### src/tid_pkg.sv
package tid_pkg;

    // Register byte offsets; every printed offset is word aligned.
    localparam logic [11:0] TID_P1_KEY_COUNT_OFS  = 12'h188;
    localparam logic [11:0] TID_SPECIAL_P1_OFS    = 12'h18C;
    localparam logic [11:0] TID_RSVD_WORD_A_OFS   = 12'h190;
    localparam logic [11:0] TID_RSVD_WORD_B_OFS   = 12'h194;
    localparam logic [11:0] TID_CUSTOM_FEAT_OFS   = 12'h1C0;
    localparam logic [11:0] TID_CAPABILITY_OFS    = 12'h1E0;

    // Fixed values of the reserved and key count words.
    localparam logic [31:0] TID_P1_KEY_COUNT_VAL  = 32'h0000_0000;
    localparam logic [31:0] TID_SPECIAL_P1_VAL    = 32'h0000_0000;
    localparam logic [31:0] TID_RSVD_WORD_VAL     = 32'h0000_0000;

    // Custom feature control layout.
    localparam int          TID_FEAT_SUPPORT_LSB  = 0;
    localparam int          TID_FEAT_EN_LSB       = 4;
    localparam logic [3:0]  TID_FEAT_SUPPORT_VAL  = 4'h0;
    localparam logic [3:0]  TID_FEAT_EN_RST       = 4'h0;

    // Capability word fields.
    localparam int          TID_TXN_START_BIT     = 30;
    localparam int          TID_COMMIT_MODE_BIT   = 29;
    localparam int          TID_TS_WIDTH_LSB      = 24;
    localparam int          TID_Q_SUPPORT_LSB     = 15;
    localparam int          TID_Q_FILTER_BIT      = 14;
    localparam int          TID_EVENT_COUNT_LSB   = 10;
    localparam int          TID_RET_STACK_BIT     = 9;
    localparam int          TID_CYCLE_COUNT_BIT   = 7;
    localparam int          TID_BRANCH_BCAST_BIT  = 5;
    localparam int          TID_RES1_BIT          = 0;
    localparam logic [4:0]  TID_TS_WIDTH_64       = 5'h08;
    localparam logic [1:0]  TID_Q_SUPPORT_NONE    = 2'h0;
    localparam logic [1:0]  TID_EVENT_COUNT_FOUR  = 2'h3;

    // AXI response codes.
    localparam logic [1:0]  TID_RESP_OKAY         = 2'h0;
    localparam logic [1:0]  TID_RESP_SLVERR       = 2'h2;

    // Assembled capability word; reserved bits stay zero except bit 0, which is set to one.
    localparam logic [31:0] TID_CAPABILITY_VAL    =
        (32'h0000_0000 << TID_TXN_START_BIT)
      | (32'h0000_0001 << TID_COMMIT_MODE_BIT)
      | ({27'h0, TID_TS_WIDTH_64} << TID_TS_WIDTH_LSB)
      | ({30'h0, TID_Q_SUPPORT_NONE} << TID_Q_SUPPORT_LSB)
      | (32'h0000_0000 << TID_Q_FILTER_BIT)
      | ({30'h0, TID_EVENT_COUNT_FOUR} << TID_EVENT_COUNT_LSB)
      | (32'h0000_0001 << TID_RET_STACK_BIT)
      | (32'h0000_0001 << TID_CYCLE_COUNT_BIT)
      | (32'h0000_0001 << TID_BRANCH_BCAST_BIT)
      | (32'h0000_0001 << TID_RES1_BIT);

endpackage

### src/tid_regs.sv
// The AXI4-Lite register port was left to the implementer.
`timescale 1ns/1ps
// Function
// - Word at 0x188 reports P1 key count; data tracing absent, reads zero.
// - Word at 0x18C reports special P1 key count; reserved, reads zero.
// - Words at 0x190 and 0x194 are reserved, reset and read as zero.
// - Custom feature word bits 3:0 read zero; bits 31:8 read zero.
// - Custom feature bits 7:4 enable features; zero means features absent.
// - Capability bit 30 reads zero: transaction start elements are P0.
// - Capability bit 29 reads one: commit mode 1 for cycle count packets.
// - Capability bits 28:24 report global timestamp of 64 bits.
// - Capability bits 16:14 read zero: no Q element support or filtering.
// - Capability bits 11:10 read binary 11: four trace events.
// - Capability bit 9 reads one: return stack supported.
// - Capability bit 7 reads one: cycle counting supported.
module tid_regs
    import tid_pkg::*;
#(
    parameter int ADDR_W = 12
)
(
    input  wire logic              clock_i,
    input  wire logic              rst_n_i,
    input  wire logic [ADDR_W-1:0] s_axi_awaddr_i,
    input  wire logic [2:0]        s_axi_awprot_i,
    input  wire logic              s_axi_awvalid_i,
    output logic                   s_axi_awready_o,
    input  wire logic [31:0]       s_axi_wdata_i,
    input  wire logic [3:0]        s_axi_wstrb_i,
    input  wire logic              s_axi_wvalid_i,
    output logic                   s_axi_wready_o,
    output logic [1:0]             s_axi_bresp_o,
    output logic                   s_axi_bvalid_o,
    input  wire logic              s_axi_bready_i,
    input  wire logic [ADDR_W-1:0] s_axi_araddr_i,
    input  wire logic [2:0]        s_axi_arprot_i,
    input  wire logic              s_axi_arvalid_i,
    output logic                   s_axi_arready_o,
    output logic [31:0]            s_axi_rdata_o,
    output logic [1:0]             s_axi_rresp_o,
    output logic                   s_axi_rvalid_o,
    input  wire logic              s_axi_rready_i,
    output logic [3:0]             feature_enable_o,
    output logic                   feature_active_o
);

    // The decoder compares twelve address bits, so narrower buses cannot reach the map.
    generate
        if (ADDR_W < 12 || ADDR_W > 32)
        begin : g_addr_check
            $error("tid_regs: ADDR_W must lie between 12 and 32");
        end
    endgenerate

    // All state of the block in one record.
    typedef struct packed {
        logic              awready;
        logic              wready;
        logic              aw_held;
        logic              w_held;
        logic [ADDR_W-1:0] awaddr;
        logic [31:0]       wdata;
        logic [3:0]        wstrb;
        logic              bvalid;
        logic [1:0]        bresp;
        logic              arready;
        logic              rvalid;
        logic [31:0]       rdata;
        logic [1:0]        rresp;
        logic [3:0]        feat_en;
        logic              feat_active;
    } tid_state_s;

    tid_state_s state_ff;
    tid_state_s nxt_state;

    // Word select ignores the two byte bits, since every register is one aligned word.
    function automatic logic [11:0] word_addr(input logic [ADDR_W-1:0] addr);
        word_addr = {addr[11:2], 2'b00};
    endfunction

    // Upper address bits above the map must be zero for a hit.
    function automatic logic upper_clear(input logic [ADDR_W-1:0] addr);
        logic [ADDR_W-1:0] masked;
        masked = addr;
        masked[11:0] = 12'h000;
        upper_clear = (masked == '0);
    endfunction

    // True for any of the six mapped words; shared by read and write paths.
    function automatic logic is_mapped(input logic [ADDR_W-1:0] addr);
        logic [11:0] wa;
        wa = word_addr(addr);
        is_mapped = 1'b0;
        if (!upper_clear(addr))
        begin
            is_mapped = 1'b0;
        end
        else if (wa == TID_P1_KEY_COUNT_OFS || wa == TID_SPECIAL_P1_OFS)
        begin
            is_mapped = 1'b1;
        end
        else if (wa == TID_RSVD_WORD_A_OFS || wa == TID_RSVD_WORD_B_OFS)
        begin
            is_mapped = 1'b1;
        end
        else if (wa == TID_CUSTOM_FEAT_OFS || wa == TID_CAPABILITY_OFS)
        begin
            is_mapped = 1'b1;
        end
    endfunction

    // Read value of a mapped word; unmapped words give zero.
    function automatic logic [31:0] read_word(input logic [ADDR_W-1:0] addr,
                                              input logic [3:0]        en);
        logic [11:0] wa;
        logic [31:0] feat;
        wa = word_addr(addr);
        feat = 32'h0000_0000;
        feat[TID_FEAT_SUPPORT_LSB +: 4] = TID_FEAT_SUPPORT_VAL;
        feat[TID_FEAT_EN_LSB +: 4] = en;
        read_word = 32'h0000_0000;
        if (!upper_clear(addr))
        begin
            read_word = 32'h0000_0000;
        end
        else if (wa == TID_P1_KEY_COUNT_OFS)
        begin
            read_word = TID_P1_KEY_COUNT_VAL;
        end
        else if (wa == TID_SPECIAL_P1_OFS)
        begin
            read_word = TID_SPECIAL_P1_VAL;
        end
        else if (wa == TID_RSVD_WORD_A_OFS || wa == TID_RSVD_WORD_B_OFS)
        begin
            read_word = TID_RSVD_WORD_VAL;
        end
        else if (wa == TID_CUSTOM_FEAT_OFS)
        begin
            read_word = feat;
        end
        else if (wa == TID_CAPABILITY_OFS)
        begin
            // Constant word carries fields.
            read_word = TID_CAPABILITY_VAL;
        end
    endfunction

    // Protection attributes are accepted but do not restrict access.
    logic unused_prot;
    assign unused_prot = ^{s_axi_awprot_i, s_axi_arprot_i};

    // Next-state logic for both channels and the enable field.
    always_comb
    begin
        logic aw_fire;
        logic w_fire;
        logic ar_fire;
        logic do_write;
        logic [11:0] wa;
        aw_fire = 1'b0;
        w_fire = 1'b0;
        ar_fire = 1'b0;
        do_write = 1'b0;
        wa = 12'h000;
        nxt_state = state_ff;

        // Write address and data are captured independently, in either order.
        aw_fire = state_ff.awready && s_axi_awvalid_i;
        w_fire = state_ff.wready && s_axi_wvalid_i;
        if (aw_fire)
        begin
            nxt_state.aw_held = 1'b1;
            nxt_state.awaddr = s_axi_awaddr_i;
        end
        if (w_fire)
        begin
            nxt_state.w_held = 1'b1;
            nxt_state.wdata = s_axi_wdata_i;
            nxt_state.wstrb = s_axi_wstrb_i;
        end

        // Retire the response; a new one cannot start until the next cycle, since commit checks the registered bvalid.
        if (state_ff.bvalid && s_axi_bready_i)
        begin
            nxt_state.bvalid = 1'b0;
        end

        // Commit once both halves are held and no response is still pending.
        if (state_ff.aw_held && state_ff.w_held && !state_ff.bvalid)
        begin
            do_write = 1'b1;
            nxt_state.aw_held = 1'b0;
            nxt_state.w_held = 1'b0;
            nxt_state.bvalid = 1'b1;
            nxt_state.bresp = is_mapped(state_ff.awaddr) ? TID_RESP_OKAY : TID_RESP_SLVERR;
        end

        // Only the enable nibble takes a write; fixed words drop it silently.
        wa = word_addr(state_ff.awaddr);
        if (do_write && upper_clear(state_ff.awaddr) && wa == TID_CUSTOM_FEAT_OFS)
        begin
            if (state_ff.wstrb[0])
            begin
                nxt_state.feat_en = state_ff.wdata[TID_FEAT_EN_LSB +: 4];
            end
        end

        // Enabled features only take effect where support exists, and none does.
        nxt_state.feat_active = (|nxt_state.feat_en) && (|TID_FEAT_SUPPORT_VAL);

        // Readies are registered, so they drop as soon as a half is held.
        nxt_state.awready = !nxt_state.aw_held;
        nxt_state.wready = !nxt_state.w_held;

        // Read channel: one read at a time, answered one cycle after the address.
        if (state_ff.rvalid && s_axi_rready_i)
        begin
            nxt_state.rvalid = 1'b0;
        end
        ar_fire = state_ff.arready && s_axi_arvalid_i;
        if (ar_fire)
        begin
            nxt_state.rvalid = 1'b1;
            nxt_state.rdata = read_word(s_axi_araddr_i, state_ff.feat_en);
            nxt_state.rresp = is_mapped(s_axi_araddr_i) ? TID_RESP_OKAY : TID_RESP_SLVERR;
        end
        nxt_state.arready = !nxt_state.rvalid;

        // Synchronous reset gives every field its defined value.
        if (!rst_n_i)
        begin
            nxt_state = '0;
            nxt_state.feat_en = TID_FEAT_EN_RST;
            nxt_state.bresp = TID_RESP_OKAY;
            nxt_state.rresp = TID_RESP_OKAY;
        end
    end

    // Single register stage for the whole record.
    always_ff @(posedge clock_i)
    begin
        state_ff <= nxt_state;
    end

    // Every output is a field of the registered record.
    assign s_axi_awready_o = state_ff.awready;
    assign s_axi_wready_o = state_ff.wready;
    assign s_axi_bvalid_o = state_ff.bvalid;
    assign s_axi_bresp_o = state_ff.bresp;
    assign s_axi_arready_o = state_ff.arready;
    assign s_axi_rvalid_o = state_ff.rvalid;
    assign s_axi_rdata_o = state_ff.rdata;
    assign s_axi_rresp_o = state_ff.rresp;
    assign feature_enable_o = state_ff.feat_en;
    assign feature_active_o = state_ff.feat_active;

endmodule

### config.mk
export PLATFORM = sky130hd
export DESIGN_NAME = tid_regs
export DESIGN_NICKNAME = d
export VERILOG_FILES = /design/src/tid_pkg.sv /design/src/tid_regs.sv
export SDC_FILE = /design/constraint.sdc
export NUM_CORES = 1
export LEC_CHECK = 0
export BUFFER_PORTS_ARGS = -buffer_cell sky130_fd_sc_hd__buf_2
export CAP_MARGIN = 0
export CORE_UTILIZATION = 40
export DETAILED_ROUTE_END_ITERATION = 8
export PLACE_DENSITY = 0.8
export SLEW_MARGIN = 40
export SYNTH_ARGS = -nofsm -noshare
export SYNTH_HDL_FRONTEND = slang
export SYNTH_SLANG_ARGS = --single-unit
export TNS_END_PERCENT = 20
### constraint.sdc
create_clock -name clock_i -period 1.7 [get_ports clock_i]
set_clock_uncertainty 0.1 [all_clocks]
set_input_delay 0.085 -clock clock_i [delete_from_list [all_inputs] [get_ports clock_i]]
set_output_delay 0.085 -clock clock_i [all_outputs]
set_load 0.005 [all_outputs]
Word level (Yosys, flattened, before mapping)
Cells that the tools add are included.
Word-level totals
  register bits: 96
  bits of input ports: 73
  output and inout port bits: 46
  word-level logic and storage cells: 70
Operators by class
  equal/unequal tests: 12
  muxes and demuxes: 23
  reduce and logical (&&, ||, !) cells: 20
Operator list (number)
  $mux W30: 5
  $eq A10 B7 Y1 const B: 12
  $mux W35: 1
  $mux W1: 13
  $logic_and A1 B1 Y1: 8
  $logic_or A1 B1 Y1: 6
  $mux W2: 3
  $logic_not A1 Y1: 4
  $mux W3: 1
  $reduce_and A2 Y1: 1
  $reduce_bool A2 Y1: 1

Depth between registers and ports, before layout
Gate-level depths: netlist (run 1).
  word-level depth: 9
  mapped depth: 4
  gate-level depth less buffers: 4

Worst setup path before layout (run 1)
Ideal clock, no wire load.
  path kind: input to register
  from: input port s_axi_araddr_i[4]
  to: register state_ff (netlist bit s_axi_rresp_o[1])
  setup time: 0.117 ns
  data arrival time: 1.069 ns
  data required time: 1.483 ns
  path slack: 0.414 ns
  cell stages on the path: 4
  path through: or4b_4 -> nor3_4 -> a211oi_1 -> a22o_1
Between the ends
  cells in the longest elaborated chain, start to end: 7
  elaborated cells between the ends (all ways): 14
  those cells by class: 6 x eq/ne; 5 x mux; 3 x reduce/logical
Ends and longest elaborated chain
  from (decl): line tid_regs.sv:35  | input wire logic [ADDR_W-1:0] s_axi_araddr_i,
  $eq A10 B7 Y1: line tid_regs.sv:107  | else if (wa == TID_CUSTOM_FEAT_OFS || wa == TID_CAPABILITY_OFS)
  $logic_or A1 B1 Y1: line tid_regs.sv:107
  $mux W1: line tid_regs.sv:107
  $mux W1: line tid_regs.sv:103  | else if (wa == TID_RSVD_WORD_A_OFS || wa == TID_RSVD_WORD_B_OFS)
  $mux W1 (*): line tid_regs.sv:99  | else if (wa == TID_P1_KEY_COUNT_OFS || wa == TID_SPECIAL_P1_OFS)
  $mux W1 (*): line tid_regs.sv:223  | if (ar_fire)
  $mux W2 (*): line tid_regs.sv:227  | nxt_state.rresp = is_mapped(s_axi_araddr_i) ? TID_RESP_OKAY : TID_RESP_SLVERR;
  to (signal assigned): line tid_regs.sv:244  | state_ff <= nxt_state;
  to (decl): line tid_regs.sv:74  | tid_state_s state_ff;
Every way passes the cells marked *; elsewhere a longest branch is shown, timed or not. The select of a mux whose other input is x is not followed.
A chain may end at the register's enable or synchronous reset.

Final worst setup path (run 1)
  from: register state_ff[85] (netlist bit)
  to: register state_ff (netlist bit feature_enable_o[0])
Between the ends
  cells in the longest elaborated chain, start to end: 3
Ends and longest elaborated chain
  $eq A10 B7 Y1: line tid_regs.sv:202  | if (do_write && upper_clear(state_ff.awaddr) && wa == TID_CUSTOM_FEAT_OFS)
  $logic_and A1 B1 Y1: line tid_regs.sv:202
  $reduce_and A2 Y1 (no line)
Every way passes these cells.

==> results.toml, run 1 <==
[timing]
min_period_over_period_pct = 84.9
final_hold_viol_count = 0
final.min_clock_period_ns = 1.44
timing.fmax_mhz = 693
rsz0062_at_grt = "no"
slew_viol_final = 0
setup_viol = 0
worst_slack_ns = 0.258
timing.setup.tns_ns = 0

[placement]
port_buffers = 52
gp_congestion = 0.831
placed_cell_area_sq_um = 1680
dpl_worst_slack_ns = 0.245
place_hpwl_um = 2080

[pwr]
p_sw_mw = 0.405
vdd_drop_max_mv = 0.311
clkPwrFrac_pct = 46.0
combPwrFrac_pct = 10.1
swShare_pct = 21.5
power.density_nw_per_um2 = 949
leakagePower_nw = 0.964
p_int_mw = 1.48
seqPwrFrac_pct = 43.9
power_mw = 1.89

[critical_path]
end_kind = "flop"
path_cells = "nor4_1 > nand4_1 > mux2i_1 > nor2_1"
critPathRequiredTime_ns = 1.77
critPathKind = "reg -> reg"
crit_buf_inv = 0
cpMaxStageDelayCell = "dfxtp_1"
crit_path_max_incr_delay_ns = 0.34
crit_fanout = 4
critPathTopFamily = "simple AND/OR/NAND/NOR gates"
start_kind = "flop"
arrival_ns = 1.51

[global_routing]
overflow = 0
grt_pass1_vias = 1134
grt_max_degree = 26
grt_pass1_wl_um = 4930
antenna_found_initial = 0
grt.total_usage_pct = 15.7

[run_status]
status = "finished clean"

[synth]
yosys.area.top_type = "dfxtp_1"
synth_edf_count = 0
yosysUniqueCellTypes = 30
synth.area.top_cells = "dfxtp_1 (42%), buf_4 (19%), nand2_1 (8.3%)"
synth.most_common_cell = "buf_4"
netlist_area_sq_um = 1590
ys_seq_area_share_pct = 41.6
synthFlopType = "dfxtp_1"
synthTopCellsByCount = "buf_4 (41), nand2_1 (35), dfxtp_1 (33)"
yosys_warnings = 0
yosysTopAreaCellShare_pct = 41.6
syn_avg_cell_area_sq_um = 8.23
async_flop_share_pct = 0
netlist_instances = 193
synth-seq-cells = 33

[drt]
drtIter0Drc = 27
vias = 1361
dr.pass1.iters = 4
via_per_inst = 4.57
wl_per_cell_um = 10.4
totalWireLength_um = 3090
postRouteAntennaNets = 0
drc = 0

[final_layout]
drive_gt1_share_pct = 26.4
multi_input_area_sq_um = 681
final_nets = 322
final_cell_area_sq_um = 1990
final.fill_count = 363
seqCellArea_sq_um = 661
area_growth_pct = 25.1
antenna_cells_inserted = 0

[die]
initial_core_util_pct = 42.4
rows = 22
die_x_um = 65.0
io_pins = 119
die_area_sq_um = 4230
die_y_um = 65.0
core_sq_um = 3740

[clock_tree]
htreeDepth = 2
post-cts-setup-buffers = 0
cts_tree = "built"
insertion_delay_ns = 0.28
clock-sinks = 33
clk_pin_slew_ns = 0.07
clock_path_buffers = 2
cts_buffers = 5
root_buffer = "clkbuf_8"
hold_buffers = 17
cts_resized = 0

[min_path]
worstHoldPathType = "in -> reg"

[flow_run]
maxCapViolCount = 0
==> area by class of cell <==
class / instances / area share [%]
Timing Repair Buffer: 70 / 22.0
Clock inverter: 3 / 3.27
Multi-Input combinational cell: 135 / 34.2
Inverter: 4 / 0.755
Sequential cell: 33 / 33.2
Clock buffer: 5 / 3.46
Tap cell: 48 / 3.02
==> flip-flops by register name, summed over array words and instances, names as in the netlist <==
| register | count |
|---|---|
| feature_enable_o | 4 |
| s_axi_arready_o | 1 |
| s_axi_awready_o | 1 |
| s_axi_bresp_o | 1 |
| s_axi_bvalid_o | 1 |
| s_axi_rdata_o | 5 |
| s_axi_rresp_o | 1 |
| s_axi_rvalid_o | 1 |
| s_axi_wready_o | 1 |
| state_ff | 17 |
==> cells by family (layout without fill, tap and decap cells) <==
group           after synthesis  in the layout  synth area share [%]
simple gates                 74             74                  23.5
buf+inv                      49             82                  21.3
flops                        33             33                  41.6
compound gates               31             31                  10.4
mux                           4              4                  2.52
other cells                   1             25                 0.236
xor+xnor                      1              1                 0.551
==> final timing paths <==
| kind | from | end | slack [ns] | cells past startpoint |
|---|---|---|---|---|
| max | state_ff[85] | feature_enable_o[0] | 0.26 | 4 |
| min | rst_n_i | state_ff[92] | 0.01 | 2 |
| max reg2reg | state_ff[85] | feature_enable_o[0] | 0.26 | 4 |
| min reg2reg | state_ff[54] | state_ff[54] | 0.35 | 2 |
==> power groups by stage <==
stage                     Sequential [mW]  Combinational, mW  Clock, mW
after floorplan                     0.842              0.136          0
after global placement              0.844              0.155          0
after detailed placement            0.846              0.158          0
after CTS                           0.828              0.190      0.878
after global routing                0.832              0.218      0.908
final                               0.828              0.191      0.868
==> through the flow <==
stage	std cells	util, %	hold slack, ns
final	298	53.1	0.0103
after global routing	298	53.1	0.0173
after CTS	298	53.1	0.000435
after detailed placement	273	45.0	0.231
after global placement	273	45.0	0.227
after floorplan	217	-	0.107
==> cell usage in the layout, fill, tap and decap left out, types with 4 or more instances in the layout <==
cell            n
o21ai_0         4
nand2_1        35
mux2i_1         4
conb_1         25
clkbuf_8        5
dlygate4sd3_1  17
and2_1          4
buf_2          52
nor2_1         12
a21oi_1        21
nand3_1         6
dfxtp_1        33
==> per-layer routing <==
metal  GRT usage (%)  part of all wire, %  vias to the layer above
met5               0                    0                        -
met1            16.6                   42                      604
met3            4.93                  6.6                       11
met4            10.1                  3.4                        0
li1                -                    -                      687
met2            26.6                   48                       59
Note: power is estimated with default switching activity, not from simulation.
==> run 2, diff against run 1 <==
clock period = 1.45 ns   (was 1.7 ns; I/O delays follow)
==> run 2 against run 1 <==
Compared with the run above:
- combinational power grew 21%
- core utilization grew 0.30 points
- die area is the same
- sequential cell count is the same
- first-iteration DRC count grew 140%
- critical path depth grew 1
- sequential power grew 18%
- hold slack lost 0.0080 ns
- setup slack lost 0.20 ns
==> results.toml, run 2 (synthesis results as in run 1) <==
[clock_tree]
htreeDepth = 2
insertion_delay_ns = 0.28
clock-sinks = 33
cts_tree = "built"
clk_pin_slew_ns = 0.06
clock_path_buffers = 2
root_buffer = "clkbuf_8"
cts_buffers = 5

[placement]
place_hpwl_um = 2120
gp_congestion = 0.810
port_buffers = 52
placed_cell_area_sq_um = 1710

[timing]
final_hold_viol_count = 0
slew_viol_final = 0
timing.fmax_mhz = 719
setup_viol = 0
final.min_clock_period_ns = 1.39
min_period_over_period_pct = 95.9
rsz0062_at_grt = "yes"
hold_slack_ns = 0.00226

[drt]
drc = 0
vias = 1379
postRouteAntennaNets = 0
dr.pass1.iters = 4
wl_per_cell_um = 10.0
totalWireLength_um = 3060
via_per_inst = 4.54
drtIter0Drc = 64

[pwr]
power.density_nw_per_um2 = 926
leakagePower_nw = 0.962
power_mw = 1.85
vdd_drop_max_mv = 0.365

[critical_path]
critPathKind = "reg -> reg"
crit_buf_inv = 1
crit_path_max_incr_delay_ns = 0.39
crit_fanout = 5
arrival_ns = 1.46
end_kind = "flop"
critPathTopFamily = "simple AND/OR/NAND/NOR gates"
path_cells = "nor4bb_1 > nand4_1 > buf_6 > mux2i_1 > nor2_1"
start_kind = "flop"
cpMaxStageDelayCell = "dfxtp_1"
critPathRequiredTime_ns = 1.52

[global_routing]
overflow = 0
grt.total_usage_pct = 15.3
antenna_found_initial = 0
grt_pass1_wl_um = 4910
grt_pass1_vias = 1178
grt_max_degree = 26

[die]
initial_core_util_pct = 42.4
die_x_um = 65.0
io_pins = 119
die_y_um = 65.0
die_area_sq_um = 4230
rows = 22
core_sq_um = 3740

[final_layout]
antenna_cells_inserted = 0
final_cell_area_sq_um = 2000
final_nets = 328
final_cell_mix = "buf_2 (52), nand2_1 (35), dfxtp_1 (31)"
drive_gt1_share_pct = 27.0
largest_reg_flops = 17
area_growth_pct = 25.8
layout.cells.most_common = "buf_2"
fin_util_pct = 53.4
max_flop_register = "state_ff"

[flow_run]
maxCapViolCount = 0

[min_path]
worstHoldPathType = "in -> reg"

[run_status]
status = "finished clean"
run 2: changes by cell type in the layout (fill, tap and decap cells not counted), sizes merged:
cell / before / now
clkinv: 1 / 0
clkbuf: 5 / 8
bufinv: 2 / 0
dlygate4sd3: 17 / 20
buf: 53 / 56
run 2: final cells by class:
class	count	area, sq um
Timing Repair Buffer	76	494
Clock buffer	8	80.1
Tap cell	48	60.1
Fill cell	338	1740
Sequential cell	33	663
Multi-Input combinational cell	135	687
Inverter	4	15.0
run 2: report_power, final:
group | switching [mW] | internal (mW)
combinational | 0.114 | 0.119
sequential | 0.0272 | 0.946
clock | 0.305 | 0.340
total | 0.446 | 1.41
run 2: path summary, 6_finish.rpt:
kind / startpoint / end / slack, ns / cells after the start
setup / recovery: state_ff[86] / feature_enable_o[0] / 0.06 / 5
setup reg to reg: state_ff[86] / feature_enable_o[0] / 0.06 / 5
hold / removal: rst_n_i / state_ff[92] / 0.002 / 2
hold reg to reg: s_axi_rdata_o[5] / s_axi_rdata_o[5] / 0.35 / 2
run 2: worst reg2reg max path: stages (launching register included):
cell and delay, ns:
dfxtp_1 0.39, nor4bb_1 0.26, nand4_1 0.17, buf_6 0.16, mux2i_1 0.15, nor2_1 0.05
run 2: metrics by stage:
stage / setup slack, ns / instances / setup TNS (ns)
detailed placement: -0.00306 / 276 / -0.00306
floorplan: 0.166 / 217 / 0
finish: 0.0596 / 304 / 0
global route: -0.0169 / 304 / -0.0322
global placement: 0.0206 / 276 / 0
CTS: 0.0571 / 304 / 0
run 2: routing by layer:
layer | share of wire, % | GRT usage [%]
met5 | 0 | 0
met4 | 1.5 | 5.71
met3 | 6.5 | 5.11
met2 | 49 | 27.1
met1 | 43 | 16.9
run 2: timing repair:
action	4_1_cts	5_1_grt
gates resized for setup	0	4
setup buffers	0	0
endpoints found under the hold margin	18	0
endpoints found under the setup margin	0	6
hold buffers	20	0
==> run 3, diff against run 2 <==
CORE_UTILIZATION = 43   (was 40)
PLACE_DENSITY = 0.85   (was 0.8)
clock period = 1.8 ns   (was 1.45 ns; I/O delays follow)
==> run 3 against run 2 <==
Compared with the run above:
- cell area fell by 2.8%
- clock-buffer cell count fell by 1
- clock power fell by 9.1%
- cell count fell by 3.0%
- combinational power fell by 23%
- largest power group unchanged
==> results.toml, run 3 (synthesis results as in run 1) <==
[run_status]
status = "finished clean"

[placement]
port_buffers = 52
dpl_worst_slack_ns = 0.325
gp_congestion = 0.767
place_hpwl_um = 2190

[drt]
via_per_inst = 4.63
postRouteAntennaNets = 0
dr_wl_met2_um = 1550
vias = 1366
dr_wl_met3_um = 211
top_layer = "met4"
totalWireLength_um = 3110
drtIter0Drc = 56
drc = 0
met1Wirelength_um = 1320
wl_per_cell_um = 10.5
dr.pass1.iters = 4

[critical_path]
critPathRequiredTime_ns = 1.85
reg2regPathDepth = 4
critPathKind = "reg -> reg"
crit_buf_inv = 0
r2r_start = "state_ff[44]"
crit_fanout = 4
cpMaxStageDelayCell = "dfxtp_1"
start_kind = "flop"
path_cells = "nor4bb_1 > nand4_1 > mux2i_1 > nor2_1"
crit_path_max_incr_delay_ns = 0.35
arrival_ns = 1.51
r2r_end = "feature_enable_o[2]"
path_depth = 4
r2r_setup_slack_ns = 0.35
end_kind = "flop"
critPathTopFamily = "simple AND/OR/NAND/NOR gates"

[timing]
final.min_clock_period_ns = 1.45
setup_viol = 0
min_period_over_period_pct = 80.8
final_hold_viol_count = 0
worst_slack_ns = 0.345
rsz0062_at_grt = "no"
slew_viol_final = 0
timing.fmax_mhz = 687
timing.setup.tns_ns = 0

[clock_tree]
post-cts-setup-buffers = 0
insertion_delay_ns = 0.27
clock-sinks = 33
cts_buffers = 5
clk_pin_slew_ns = 0.06
clock_path_buffers = 2
cts_tree = "built"
htreeDepth = 2
root_buffer = "clkbuf_8"

[global_routing]
overflow = 0
grt_pass1_vias = 1261
antenna_found_initial = 0
grt_max_degree = 26
grt.total_usage_pct = 16.7
grt_pass1_wl_um = 5210

[min_path]
hold_depth = 3
min_from = "s_axi_rready_i"
worstHoldPathType = "in -> reg"
whs_endpoint = "s_axi_rvalid_o"

[die]
die_x_um = 62.8
die_area_sq_um = 3940
core_sq_um = 3440
die_y_um = 62.8
rows = 21
initial_core_util_pct = 46.2
io_pins = 119

[final_layout]
layout.cells.most_common = "buf_2"
final_cell_mix = "buf_2 (52), nand2_1 (35), dfxtp_1 (33)"
final.fill_count = 319
max_flop_register = "state_ff"
antenna_cells_inserted = 0
area_growth_pct = 22.3
drive_gt1_share_pct = 26.5
largest_reg_flops = 17
final_nets = 321

[pwr]
power.density_nw_per_um2 = 797
leakagePower_nw = 0.946
vdd_drop_max_mv = 0.509

[flow_run]
maxCapViolCount = 0
run 3: changes by cell type in the layout (fill, tap and decap cells not counted), sizes merged:
cell,delta
buf,-3
clkbuf,-1
clkinv,+1
dlygate4sd3,-4
run 3: timing repair:
action                                 in CTS  in global routing
endpoints found under the hold margin      16                  0
hold buffers                               16                  0
resized for setup                           0                  0
run 3: area by class of cell:
cell class              count  area [sq um]  share of cell area (%)
inverters                   4          15.0                   0.773
well taps                  46          57.6                    2.96
multi-input cells         135           681                    35.0
clock inverters             1          5.00                   0.258
clock buffers               7          96.3                    4.96
flip-flops and latches     33           661                    34.0
repair buffers             69           428                    22.0
run 3: power by group:
group / internal [mW] / leakage [nW] / switching [mW]
logic: 0.0874 / 0.623 / 0.0917
registers: 0.761 / 0.269 / 0.0224
clock network: 0.345 / 0.0542 / 0.242
total: 1.19 / 0.946 / 0.356
run 3: worst max-delay path by stage:
stage | end | slack (ns) | from
5_1_grt | feature_enable_o[1] | 0.17 | state_ff[44]
4_1_cts | feature_enable_o[2] | 0.34 | state_ff[44]
3_3_place_gp | s_axi_rresp_o[1] | 0.35 | s_axi_araddr_i[4]
3_5_place_dp | s_axi_rresp_o[1] | 0.33 | s_axi_araddr_i[4]
6_report | feature_enable_o[2] | 0.35 | state_ff[44]
2_1_floorplan | s_axi_rresp_o[1] | 0.51 | s_axi_araddr_i[4]
run 3: metrics by stage:
step           power (mW)  cell area (sq um)  util, %  std cells  hold WS [ns]
3_3_place_gp        0.944               1680     48.9        271         0.229
3_5_place_dp        0.949               1680     48.9        271         0.238
5_1_grt              1.63               1940     56.5        295        0.0216
4_1_cts              1.56               1940     56.5        295       0.00397
2_1_floorplan       0.923               1680        -        217         0.112
6_report             1.55               1940     56.5        295        0.0183
run 3: worst register-to-register path, cell delays in order, from the launching register on:
cell and delay [ns]:
dfxtp_1 0.35, nor4bb_1 0.29, nand4_1 0.31, mux2i_1 0.24
nor2_1 0.06
run 3: metal layers:
metal | global-route usage, % | vias to the layer above
met2 | 29.2 | 67
met4 | 7.85 | 0
met1 | 19.2 | 608
met3 | 3.65 | 2
met5 | 0 | -
li1 | - | 689
